## src/rtl/vsp_pkg.sv

```systemverilog
// Constants, register layouts and carrier types of the slicer parameter block.
// Assumes one core clock and status inputs produced by slicer logic on that clock.
// Function
// - Latch final 16 slicer B widescreen bits
// - Report slicer A horizontal PLL lock
// - Report slicer A vertical sync stability
// - Report slicer A current field parity
// - Flag high frequency damping seen last field
// - Report two-bit noise code of slicer A
// - Report group delay detection and its sign
// - Report slicer B lock, vsync, field bits
// - Report 12-bit measured line period
// - Line configuration steers slicer A only
// - Data PLL uses 16-bit frequency increment
// - Programmed start level used when externally selected
// - Accumulator bit picks improved slicing level
// - Clock PLL freezes after run-in unless tracking
// - Low pass and prefilter enable bits
// - Delay compensation forced or automatic
// - Attenuation, noise compensation forced or automatic
// - Majority filter over 2n+1 samples
// - Average slicing level over 2..16 values
// - Filter clock is sampling clock over n+1
// - Three-bit service code selects line timing
// - Two-bit framing code selector
// - External select chooses internal or programmed thresholds
// - Snapshot status once per field, either input
// - Automatic delay compensation follows measurement
package vsp_pkg;

	// Register bus geometry
	localparam int unsigned ADDR_W = 4;
	localparam int unsigned DATA_W = 16;

	// Register indices
	localparam logic [3:0] REG_WIDE   = 4'h0;
	localparam logic [3:0] REG_STATUS = 4'h1;
	localparam logic [3:0] REG_PERIOD = 4'h2;
	localparam logic [3:0] REG_PLL    = 4'h3;
	localparam logic [3:0] REG_FILT   = 4'h4;
	localparam logic [3:0] REG_SERV   = 4'h5;
	localparam logic [3:0] REG_GLOB   = 4'h6;

	// Writable bit masks, reserved bits excluded
	localparam logic [15:0] FILT_WMASK = 16'h7FFF;
	localparam logic [15:0] SERV_WMASK = 16'h7FFC;
	localparam logic [15:0] GLOB_WMASK = 16'h000F;
	localparam logic [15:0] REG_RESET  = 16'h0000;

	// Filter geometry
	localparam int unsigned MAJ_WIN  = 15;
	localparam int unsigned SUM_W    = 12;
	localparam logic [1:0]  NOISE_NONE = 2'h0;

	// Service standards
	typedef enum logic [2:0] {
		SVC_TELETEXT = 3'h0,
		SVC_VPS      = 3'h1,
		SVC_WSS      = 3'h2,
		SVC_CAPTION  = 3'h3,
		SVC_GUIDE    = 3'h4,
		SVC_SPARE    = 3'h5,
		SVC_RESERVED = 3'h6,
		SVC_US_WSS   = 3'h7
	} vsp_service_t;

	// Live status of slicer A
	typedef struct packed {
		logic       hlock;
		logic       vsync_stable;
		logic       field_parity;
		logic [1:0] noise;
		logic       group_delay_seen;
		logic       group_delay_polarity;
	} vsp_status_a_t;

	// Live status of slicer B
	typedef struct packed {
		logic hlock;
		logic vsync_stable;
		logic field_parity;
	} vsp_status_b_t;

	// Field status word layout
	typedef struct packed {
		logic [4:0] rsvd;
		logic       hlock_a;
		logic       vsync_stable_a;
		logic       field_parity_a;
		logic       hf_damping_field_flag;
		logic [1:0] noise;
		logic       group_delay_seen;
		logic       group_delay_polarity;
		logic       hlock_b;
		logic       vsync_stable_b;
		logic       field_parity_b;
	} vsp_field_status_t;

	// Line filter control layout
	typedef struct packed {
		logic       rsvd;
		logic [6:0] data_start_level_a;
		logic       level_accumulator_on;
		logic       clock_pll_track_on;
		logic       lowpass_on;
		logic       prefilter_on;
		logic       force_positive_delay_comp;
		logic       force_negative_delay_comp;
		logic       force_attenuation_comp;
		logic       force_noise_comp;
	} vsp_filt_reg_t;

	// Line service control layout
	typedef struct packed {
		logic         rsvd_hi;
		logic [2:0]   majority_sample_count;
		logic [1:0]   level_average_count;
		logic [2:0]   level_filter_divider;
		vsp_service_t service_standard_select;
		logic [1:0]   framing_code_select;
		logic [1:0]   rsvd_lo;
	} vsp_serv_reg_t;

	// Global acquisition control layout
	typedef struct packed {
		logic [11:0] rsvd;
		logic        auto_noise_comp;
		logic        auto_attenuation_comp;
		logic        auto_delay_comp;
		logic        external_start_level_select;
	} vsp_glob_reg_t;

	// Configuration delivered to slicer A
	typedef struct packed {
		logic [15:0]  data_pll_increment;
		logic [6:0]   start_level;
		logic         use_ext_start;
		logic         accu_on;
		logic         track_on;
		logic         lowpass_on;
		logic         prefilter_on;
		logic         pos_delay_comp;
		logic         neg_delay_comp;
		logic         atten_comp;
		logic         noise_comp;
		vsp_service_t service;
		logic [1:0]   framing_code_select;
	} vsp_line_cfg_t;

endpackage

```

## src/rtl/vsp_slicer_params.sv

```systemverilog
// Field status snapshot and line parameter registers of the data slicer.
// Assumes slicer status, strobes and samples arrive on core_clk_i.
module vsp_slicer_params (
	// Clock and reset
	input  wire logic                  core_clk_i,
	input  wire logic                  reset_n_i,
	// Register port
	input  wire logic [3:0]            addr_i,
	input  wire logic [15:0]           wr_data_i,
	input  wire logic                  wr_en_i,
	input  wire logic                  rd_en_i,
	output logic      [15:0]           rd_data_o,
	// Slicer status
	input  wire vsp_pkg::vsp_status_a_t status_a_i,
	input  wire vsp_pkg::vsp_status_b_t status_b_i,
	input  wire logic                  field_done_a_i,
	input  wire logic                  field_done_b_i,
	input  wire logic                  hf_damping_line_i,
	input  wire logic [15:0]           slicer_b_widescreen_bits_i,
	input  wire logic [11:0]           line_period_value_i,
	// Slicer A data path
	input  wire logic                  cri_done_i,
	input  wire logic                  sample_valid_i,
	input  wire logic                  sample_bit_i,
	input  wire logic [6:0]            level_filter_i,
	// Slicer A control
	output vsp_pkg::vsp_line_cfg_t     line_cfg_o,
	output logic                       pll_freeze_o,
	output logic                       filter_tick_o,
	output logic                       majority_bit_o,
	output logic      [6:0]            slicing_level_o
);
	import vsp_pkg::*;

	vsp_field_status_t status_q;
	logic [15:0]       wide_q;
	logic [11:0]       period_q;
	logic [15:0]       pll_q;
	vsp_filt_reg_t     filt_q;
	vsp_filt_reg_t     wr_filt;
	vsp_serv_reg_t     wr_serv;
	vsp_serv_reg_t     serv_q;
	vsp_glob_reg_t     glob_q;
	logic              hf_acc_q;
	logic [15:0]       rd_data_q;
	vsp_line_cfg_t     cfg_q;
	logic [2:0]        div_cnt_q;
	logic [MAJ_WIN-1:0] win_q;
	logic [MAJ_WIN-1:0] win_d;
	logic              maj_q;
	logic [SUM_W-1:0]  sum_q;
	logic [SUM_W-1:0]  sum_d;
	logic [4:0]        avg_cnt_q;
	logic [4:0]        avg_len;
	logic [6:0]        avg_q;
	logic [6:0]        level_q;
	logic              snap;
	logic              tick;

	// Count ones among the newest 2n+1 samples
	function automatic logic [3:0] ones_in(input logic [MAJ_WIN-1:0] w,
		input logic [2:0] n);
		logic [3:0] c;
		c = 4'h0;
		for (int i = 0; i < MAJ_WIN; i++) begin
			if (i <= 2 * int'(n) && w[i]) begin
				c = c + 4'h1;
			end
		end
		return c;
	endfunction

	// Write data with reserved bits dropped
	assign wr_filt = vsp_filt_reg_t'(wr_data_i & FILT_WMASK);
	assign wr_serv = vsp_serv_reg_t'(wr_data_i & SERV_WMASK);

	// Snapshot strobe from either video input
	assign snap = field_done_a_i | field_done_b_i;

	// Field status snapshot
	always_ff @(posedge core_clk_i or negedge reset_n_i) begin
		if (!reset_n_i) begin
			status_q <= '0;
		end else if (snap) begin
			status_q.rsvd                  <= '0;
			status_q.hlock_a               <= status_a_i.hlock;
			status_q.vsync_stable_a        <= status_a_i.vsync_stable;
			status_q.field_parity_a        <= status_a_i.field_parity;
			status_q.hf_damping_field_flag <= hf_acc_q | hf_damping_line_i;
			status_q.noise                 <= status_a_i.noise;
			status_q.group_delay_seen      <= status_a_i.group_delay_seen;
			status_q.group_delay_polarity  <= status_a_i.group_delay_polarity;
			status_q.hlock_b               <= status_b_i.hlock;
			status_q.vsync_stable_b        <= status_b_i.vsync_stable;
			status_q.field_parity_b        <= status_b_i.field_parity;
		end
	end

	// Damping seen on any line since the last snapshot
	always_ff @(posedge core_clk_i or negedge reset_n_i) begin
		if (!reset_n_i) begin
			hf_acc_q <= 1'b0;
		end else if (snap) begin
			hf_acc_q <= 1'b0;
		end else if (hf_damping_line_i) begin
			hf_acc_q <= 1'b1;
		end
	end

	// Widescreen bits and line period snapshot
	always_ff @(posedge core_clk_i or negedge reset_n_i) begin
		if (!reset_n_i) begin
			wide_q   <= '0;
			period_q <= '0;
		end else if (snap) begin
			wide_q   <= slicer_b_widescreen_bits_i;
			period_q <= line_period_value_i;
		end
	end

	// Software writes, reserved bits masked off
	always_ff @(posedge core_clk_i or negedge reset_n_i) begin
		if (!reset_n_i) begin
			pll_q  <= REG_RESET;
			filt_q <= REG_RESET;
			serv_q <= REG_RESET;
			glob_q <= REG_RESET;
		end else if (wr_en_i) begin
			unique case (addr_i)
				REG_PLL:  pll_q  <= wr_data_i;
				REG_FILT: filt_q <= wr_filt;
				REG_SERV: serv_q <= wr_serv;
				REG_GLOB: glob_q <= wr_data_i & GLOB_WMASK;
				default: begin
				end
			endcase
		end
	end

	// Read data valid only in the cycle after the strobe
	always_ff @(posedge core_clk_i or negedge reset_n_i) begin
		if (!reset_n_i) begin
			rd_data_q <= '0;
		end else if (rd_en_i) begin
			unique case (addr_i)
				REG_WIDE:   rd_data_q <= wide_q;
				REG_STATUS: rd_data_q <= status_q;
				REG_PERIOD: rd_data_q <= {4'h0, period_q};
				REG_PLL:    rd_data_q <= pll_q;
				REG_FILT:   rd_data_q <= filt_q;
				REG_SERV:   rd_data_q <= serv_q;
				REG_GLOB:   rd_data_q <= glob_q;
				default:    rd_data_q <= '0;
			endcase
		end else begin
			rd_data_q <= '0;
		end
	end

	assign rd_data_o = rd_data_q;

	// Configuration for slicer A; slicer B has no such path
	always_ff @(posedge core_clk_i or negedge reset_n_i) begin
		if (!reset_n_i) begin
			cfg_q <= '0;
		end else begin
			cfg_q.data_pll_increment <= pll_q;
			cfg_q.start_level        <= filt_q.data_start_level_a;
			cfg_q.use_ext_start      <= glob_q.external_start_level_select;
			cfg_q.accu_on            <= filt_q.level_accumulator_on;
			cfg_q.track_on           <= filt_q.clock_pll_track_on;
			cfg_q.lowpass_on         <= filt_q.lowpass_on;
			cfg_q.prefilter_on       <= filt_q.prefilter_on;
			cfg_q.pos_delay_comp     <= filt_q.force_positive_delay_comp |
				(glob_q.auto_delay_comp & status_a_i.group_delay_seen &
				!status_a_i.group_delay_polarity);
			cfg_q.neg_delay_comp     <= filt_q.force_negative_delay_comp |
				(glob_q.auto_delay_comp & status_a_i.group_delay_seen &
				status_a_i.group_delay_polarity);
			cfg_q.atten_comp         <= filt_q.force_attenuation_comp |
				(glob_q.auto_attenuation_comp &
				status_q.hf_damping_field_flag);
			cfg_q.noise_comp         <= filt_q.force_noise_comp |
				(glob_q.auto_noise_comp &
				(status_a_i.noise != NOISE_NONE));
			cfg_q.service            <= serv_q.service_standard_select;
			cfg_q.framing_code_select <= serv_q.framing_code_select;
		end
	end

	assign line_cfg_o = cfg_q;

	// Clock recovery freeze after run-in unless tracking
	assign pll_freeze_o = cri_done_i & !cfg_q.track_on;

	// Level filter clock divider
	always_ff @(posedge core_clk_i or negedge reset_n_i) begin
		if (!reset_n_i) begin
			div_cnt_q <= '0;
		end else if (div_cnt_q >= serv_q.level_filter_divider) begin
			div_cnt_q <= '0;
		end else begin
			div_cnt_q <= div_cnt_q + 3'h1;
		end
	end

	assign tick = (div_cnt_q >= serv_q.level_filter_divider);
	assign filter_tick_o = tick;

	// Majority filter window
	assign win_d = {win_q[MAJ_WIN-2:0], sample_bit_i};

	always_ff @(posedge core_clk_i or negedge reset_n_i) begin
		if (!reset_n_i) begin
			win_q <= '0;
			maj_q <= 1'b0;
		end else if (sample_valid_i) begin
			win_q <= win_d;
			maj_q <= ones_in(win_d, serv_q.majority_sample_count) >
				{1'b0, serv_q.majority_sample_count};
		end
	end

	assign majority_bit_o = maj_q;

	// Arithmetic averaging of the level filter
	assign avg_len = 5'(5'h2 << serv_q.level_average_count);
	assign sum_d   = sum_q + {5'h0, level_filter_i};

	always_ff @(posedge core_clk_i or negedge reset_n_i) begin
		if (!reset_n_i) begin
			sum_q     <= '0;
			avg_cnt_q <= '0;
			avg_q     <= '0;
		end else if (tick) begin
			if (avg_cnt_q >= avg_len - 5'h1) begin
				avg_q     <= 7'(sum_d >> ({1'b0, serv_q.level_average_count} + 3'h1));
				sum_q     <= '0;
				avg_cnt_q <= '0;
			end else begin
				sum_q     <= sum_d;
				avg_cnt_q <= avg_cnt_q + 5'h1;
			end
		end
	end

	// Slicing level choice
	always_ff @(posedge core_clk_i or negedge reset_n_i) begin
		if (!reset_n_i) begin
			level_q <= '0;
		end else begin
			level_q <= cfg_q.accu_on ? avg_q : level_filter_i;
		end
	end

	assign slicing_level_o = level_q;
endmodule

```

## config.mk

```make
export PLATFORM = sky130hd
export DESIGN_NAME = vsp_slicer_params
export DESIGN_NICKNAME = d
export VERILOG_FILES = /design/src/rtl/vsp_pkg.sv /design/src/rtl/vsp_slicer_params.sv
export SDC_FILE = /design/constraint.sdc
export NUM_CORES = 1
export LEC_CHECK = 0
export ABC_AREA = 1
export BUFFER_PORTS_ARGS = -buffer_cell sky130_fd_sc_hd__buf_4
export CORE_UTILIZATION = 40
export DETAILED_ROUTE_END_ITERATION = 8
export GPL_TIMING_DRIVEN = 0
export HOLD_SLACK_MARGIN = 0.03
export PLACE_DENSITY = 0.56
export SYNTH_ARGS = -nofsm -noshare
export SYNTH_HDL_FRONTEND = slang
export SYNTH_SLANG_ARGS = --single-unit
```

## constraint.sdc

```tcl
create_clock -name core_clk_i -period 10.55 [get_ports core_clk_i]
set_clock_uncertainty 0.05 [all_clocks]
set_input_delay 1.055 -clock core_clk_i [delete_from_list [all_inputs] [get_ports core_clk_i]]
set_output_delay 1.055 -clock core_clk_i [all_outputs]
set_load 0.01 [all_outputs]
```

==> flow_metrics.env <==
export IMPL_drive_above_1_share_pct=17.8
export IMPL_cts_buffers=17
export IMPL_synthToLayoutAreaGrowth_pct=21.8
export IMPL_portBuffers=136
export IMPL_top_level_ports=138
export IMPL_grt_usage_pct=21.7
export IMPL_crit_path_end_kind="register"
export IMPL_worstHoldPathType="reg2reg"
export IMPL_synth_main_ff_cell="dfrtp_1"
export IMPL_start_kind="register"
export IMPL_antenna_left=0
export IMPL_drt_iter0_drc=565
export IMPL_grt_overflow=0
export IMPL_cp_required_ps=10830
export IMPL_core_region_area_mm2=0.0229
export IMPL_max_vdd_ir_drop_mv=0.0915
export IMPL_period_share_pct=80.2
export IMPL_final_nets=1414
export IMPL_multi_input_area_mm2=0.00418
export IMPL_cts_resized=0
export IMPL_outcome="complete, no violations"
export IMPL_placed_area_mm2=0.0109
export IMPL_rows=55
export IMPL_cpMaxStageDelayCell="dfrtp_1"
export IMPL_design_area_mm2=0.0115
export IMPL_clockBufferDepth=2
export IMPL_cpMostUsedCell="nand2_1"
export IMPL_grt_pass1_wl_mm=40.4
export IMPL_synth_area_mm2=0.00947
export IMPL_fmax_ghz=0.118
export IMPL_rsz0062_at_grt="false"
export IMPL_async_flop_share_pct=100
export IMPL_syn_mean_instance_area_um2=8.25
export IMPL_synth_edff_count=0
export IMPL_die_y_um=156
export IMPL_leakage_nw=5.93
export IMPL_maxCapViolCount=0
export IMPL_dp_hpwl_mm=18.9
export IMPL_hold_buffers=0
export IMPL_drtPass1Iterations=5
export IMPL_hold_violations=0
export IMPL_wire_per_inst_um=15.5
export IMPL_relSlewSlack_pct=37.8
export IMPL_min_period_ps=8460
export IMPL_ys_warn_count=0
export IMPL_regArea_mm2=0.00473
export IMPL_place_gp_congestion=0.854
export IMPL_cts_root_buf="clkbuf_16"
export IMPL_drt_total_wl_mm=25.2
export IMPL_crit_arrival_ps=8740
export IMPL_clock_latency_ps=440
export IMPL_clk_pin_slew_ps=80
export IMPL_synth_nets=1258
export IMPL_via_per_inst=4.96
export IMPL_synthDistinctLibCells=48
export IMPL_worst_pin_slew_ps=925
export IMPL_start_util_pct=41.3
export IMPL_max_stage_delay_ps=520
export IMPL_yosysSeqAreaShare_pct=49.9
export IMPL_cts_tree="done"
export IMPL_postCtsSetupRepairBufs=0
export IMPL_die_x_um=156
export IMPL_fillers=2222
export IMPL_vias=8085
export IMPL_setup_viol=0
export IMPL_grt_max_degree=123
export IMPL_grt_antenna_before_repair=0
export IMPL_synth_seq_cells=189
export IMPL_clkSinkCount=189
export IMPL_synthCells=1148
export IMPL_die_area_mm2=0.0243
export IMPL_cts_htree_levels=4
export IMPL_worst_setup_path_type="reg2reg"
export IMPL_cp_top_family="simple AND/OR/NAND/NOR gates"
export IMPL_p_per_area_mw_per_mm2=213
export IMPL_path_buf_inv=3
export IMPL_slew_viol_final=0
export IMPL_crit_fanout=7
export IMPL_n_antenna_cell=0
export IMPL_grt_pass1_vias=7557
export IMPL_tns_ps=0
export IMPL_drc=0
-- placed cells by master (no fill, tap or decap), types with 4 or more instances in the layout --
master / count
a221oi_1: 10
a21oi_1: 39
xor2_1: 8
nand3_2: 14
mux2_2: 4
ha_1: 34
clkinv_8: 6
inv_1: 109
inv_2: 5
nor2_2: 4
nor2_1: 59
o21ai_0: 101
o21ai_1: 5
a41oi_1: 6
nand2_1: 373
buf_4: 136
or2_2: 7
clkbuf_1: 29
dfrtp_1: 189
nand2_4: 5
nand3_1: 73
inv_6: 6
a22o_1: 6
a31oi_1: 4
nand2_2: 18
clkbuf_16: 17
-- power by group --
group	total [mW]	switching (mW)	internal, mW
combinational	0.848	0.526	0.322
clock	0.646	0.323	0.323
sequential	0.960	0.0951	0.865
total	2.45	0.945	1.51
-- worst register-to-register path, delay by kind of cell (launching register included) --
family / cells / cell delay [ps]
compound gates: 11 / 1570
xor+xnor: 1 / 190
buf+inv: 3 / 220
simple gates: 26 / 3220
flops: 1 / 520
fa+ha+maj: 9 / 2590
-- per-layer routing --
layer  up-vias  track usage [%]  wire, um
li1       4042                -         -
met4         0             4.58       221
met2       231             33.2     11000
met3        18             3.28      1410
met5         -                0         0
met1      3794             32.3     12600
-- final cells by class --
| cell class | count | area share [%] |
|---|---|---|
| multi-input combinational | 809 | 36.2 |
| tap | 313 | 3.40 |
| clock inverter | 15 | 1.58 |
| timing repair buffer | 137 | 9.16 |
| inverter | 117 | 3.81 |
| sequential | 189 | 41.0 |
| buffer | 33 | 1.12 |
| clock buffer | 17 | 3.69 |
-- logic make-up (layout without fill, tap and decap cells) --
group,count (synthesis),count (layout),synth area share [%]
fa+ha+maj,35,35,4.70
flops,189,189,49.9
mux,4,4,0.476
xor+xnor,11,11,1.02
buf+inv,150,319,6.00
compound gates,190,190,11.5
simple gates,569,569,26.4
-- synthesized netlist by cell type, types with 2 or more instances --
cell type / n / area share (%)
nor2_1: 59 / 2.3
nand2_1: 373 / 15
inv_2: 5 / 0.20
inv_1: 109 / 4.3
a41oi_1: 6 / 0.55
nand3_1: 73 / 3.9
o22ai_1: 3 / 0.20
a22o_1: 6 / 0.55
o21ai_2: 2 / 0.18
nand3b_1: 3 / 0.24
nand3_4: 2 / 0.37
o21ai_1: 5 / 0.26
a211oi_1: 3 / 0.24
a31oi_1: 4 / 0.26
dfrtp_1: 189 / 50
ha_1: 34 / 4.5
nand2_4: 5 / 0.59
clkinv_1: 3 / 0.12
nor3_1: 3 / 0.16
nor2_4: 2 / 0.24
a221oi_1: 10 / 0.92
buf_1: 2 / 0.079
nor2_2: 4 / 0.26
o211ai_1: 2 / 0.16
xor2_1: 8 / 0.74
clkbuf_1: 29 / 1.1
nand2_2: 18 / 1.2
or2_2: 7 / 0.46
o21ai_0: 101 / 5.3
mux2_2: 4 / 0.48
xnor2_1: 3 / 0.28
nand3_2: 14 / 1.5
a21oi_1: 39 / 2.1
or2_1: 2 / 0.13
o31ai_1: 3 / 0.24
-- final timing paths --
path	slack, ps	startpoint	cells after the start	end
setup / recovery	2090	serv_q[14]	50	majority_bit_o
hold / removal	350	pll_q[1]	0	line_cfg_o[22]
setup reg to reg	2090	serv_q[14]	50	majority_bit_o
hold reg to reg	350	pll_q[1]	0	line_cfg_o[22]
max in group asynchronous	8990	reset_n_i	2	win_q[13]
min in group asynchronous	500	reset_n_i	1	line_cfg_o[36]
-- registers in the layout, indices dropped and copies added (netlist names) --
name / flops
avg_q: 7
win_q: 14
hf_acc_q: 1
pll_q: 16
majority_bit_o: 1
serv_q: 13
avg_cnt_q: 5
line_cfg_o: 37
wide_q: 16
div_cnt_q: 3
slicing_level_o: 7
glob_q: 4
rd_data_o: 16
status_q: 11
filt_q: 15
period_q: 12
sum_q: 11
-- per-stage QoR --
step | power (mW) | instances | utilization, % | worst slack [ps] | hold slack (ps)
6_report | 2.45 | 1630 | 50.3 | 2090 | 353
5_1_grt | 2.64 | 1630 | 50.3 | 1410 | 355
4_1_cts | 2.47 | 1630 | 50.3 | 2090 | 348
3_5_place_dp | 1.82 | 1598 | 47.7 | 1940 | 342
3_3_place_gp | 1.81 | 1597 | 47.5 | 1980 | 339
2_1_floorplan | 1.53 | 1148 | - | 2810 | 319
Power figures use the tool's default switching activity.
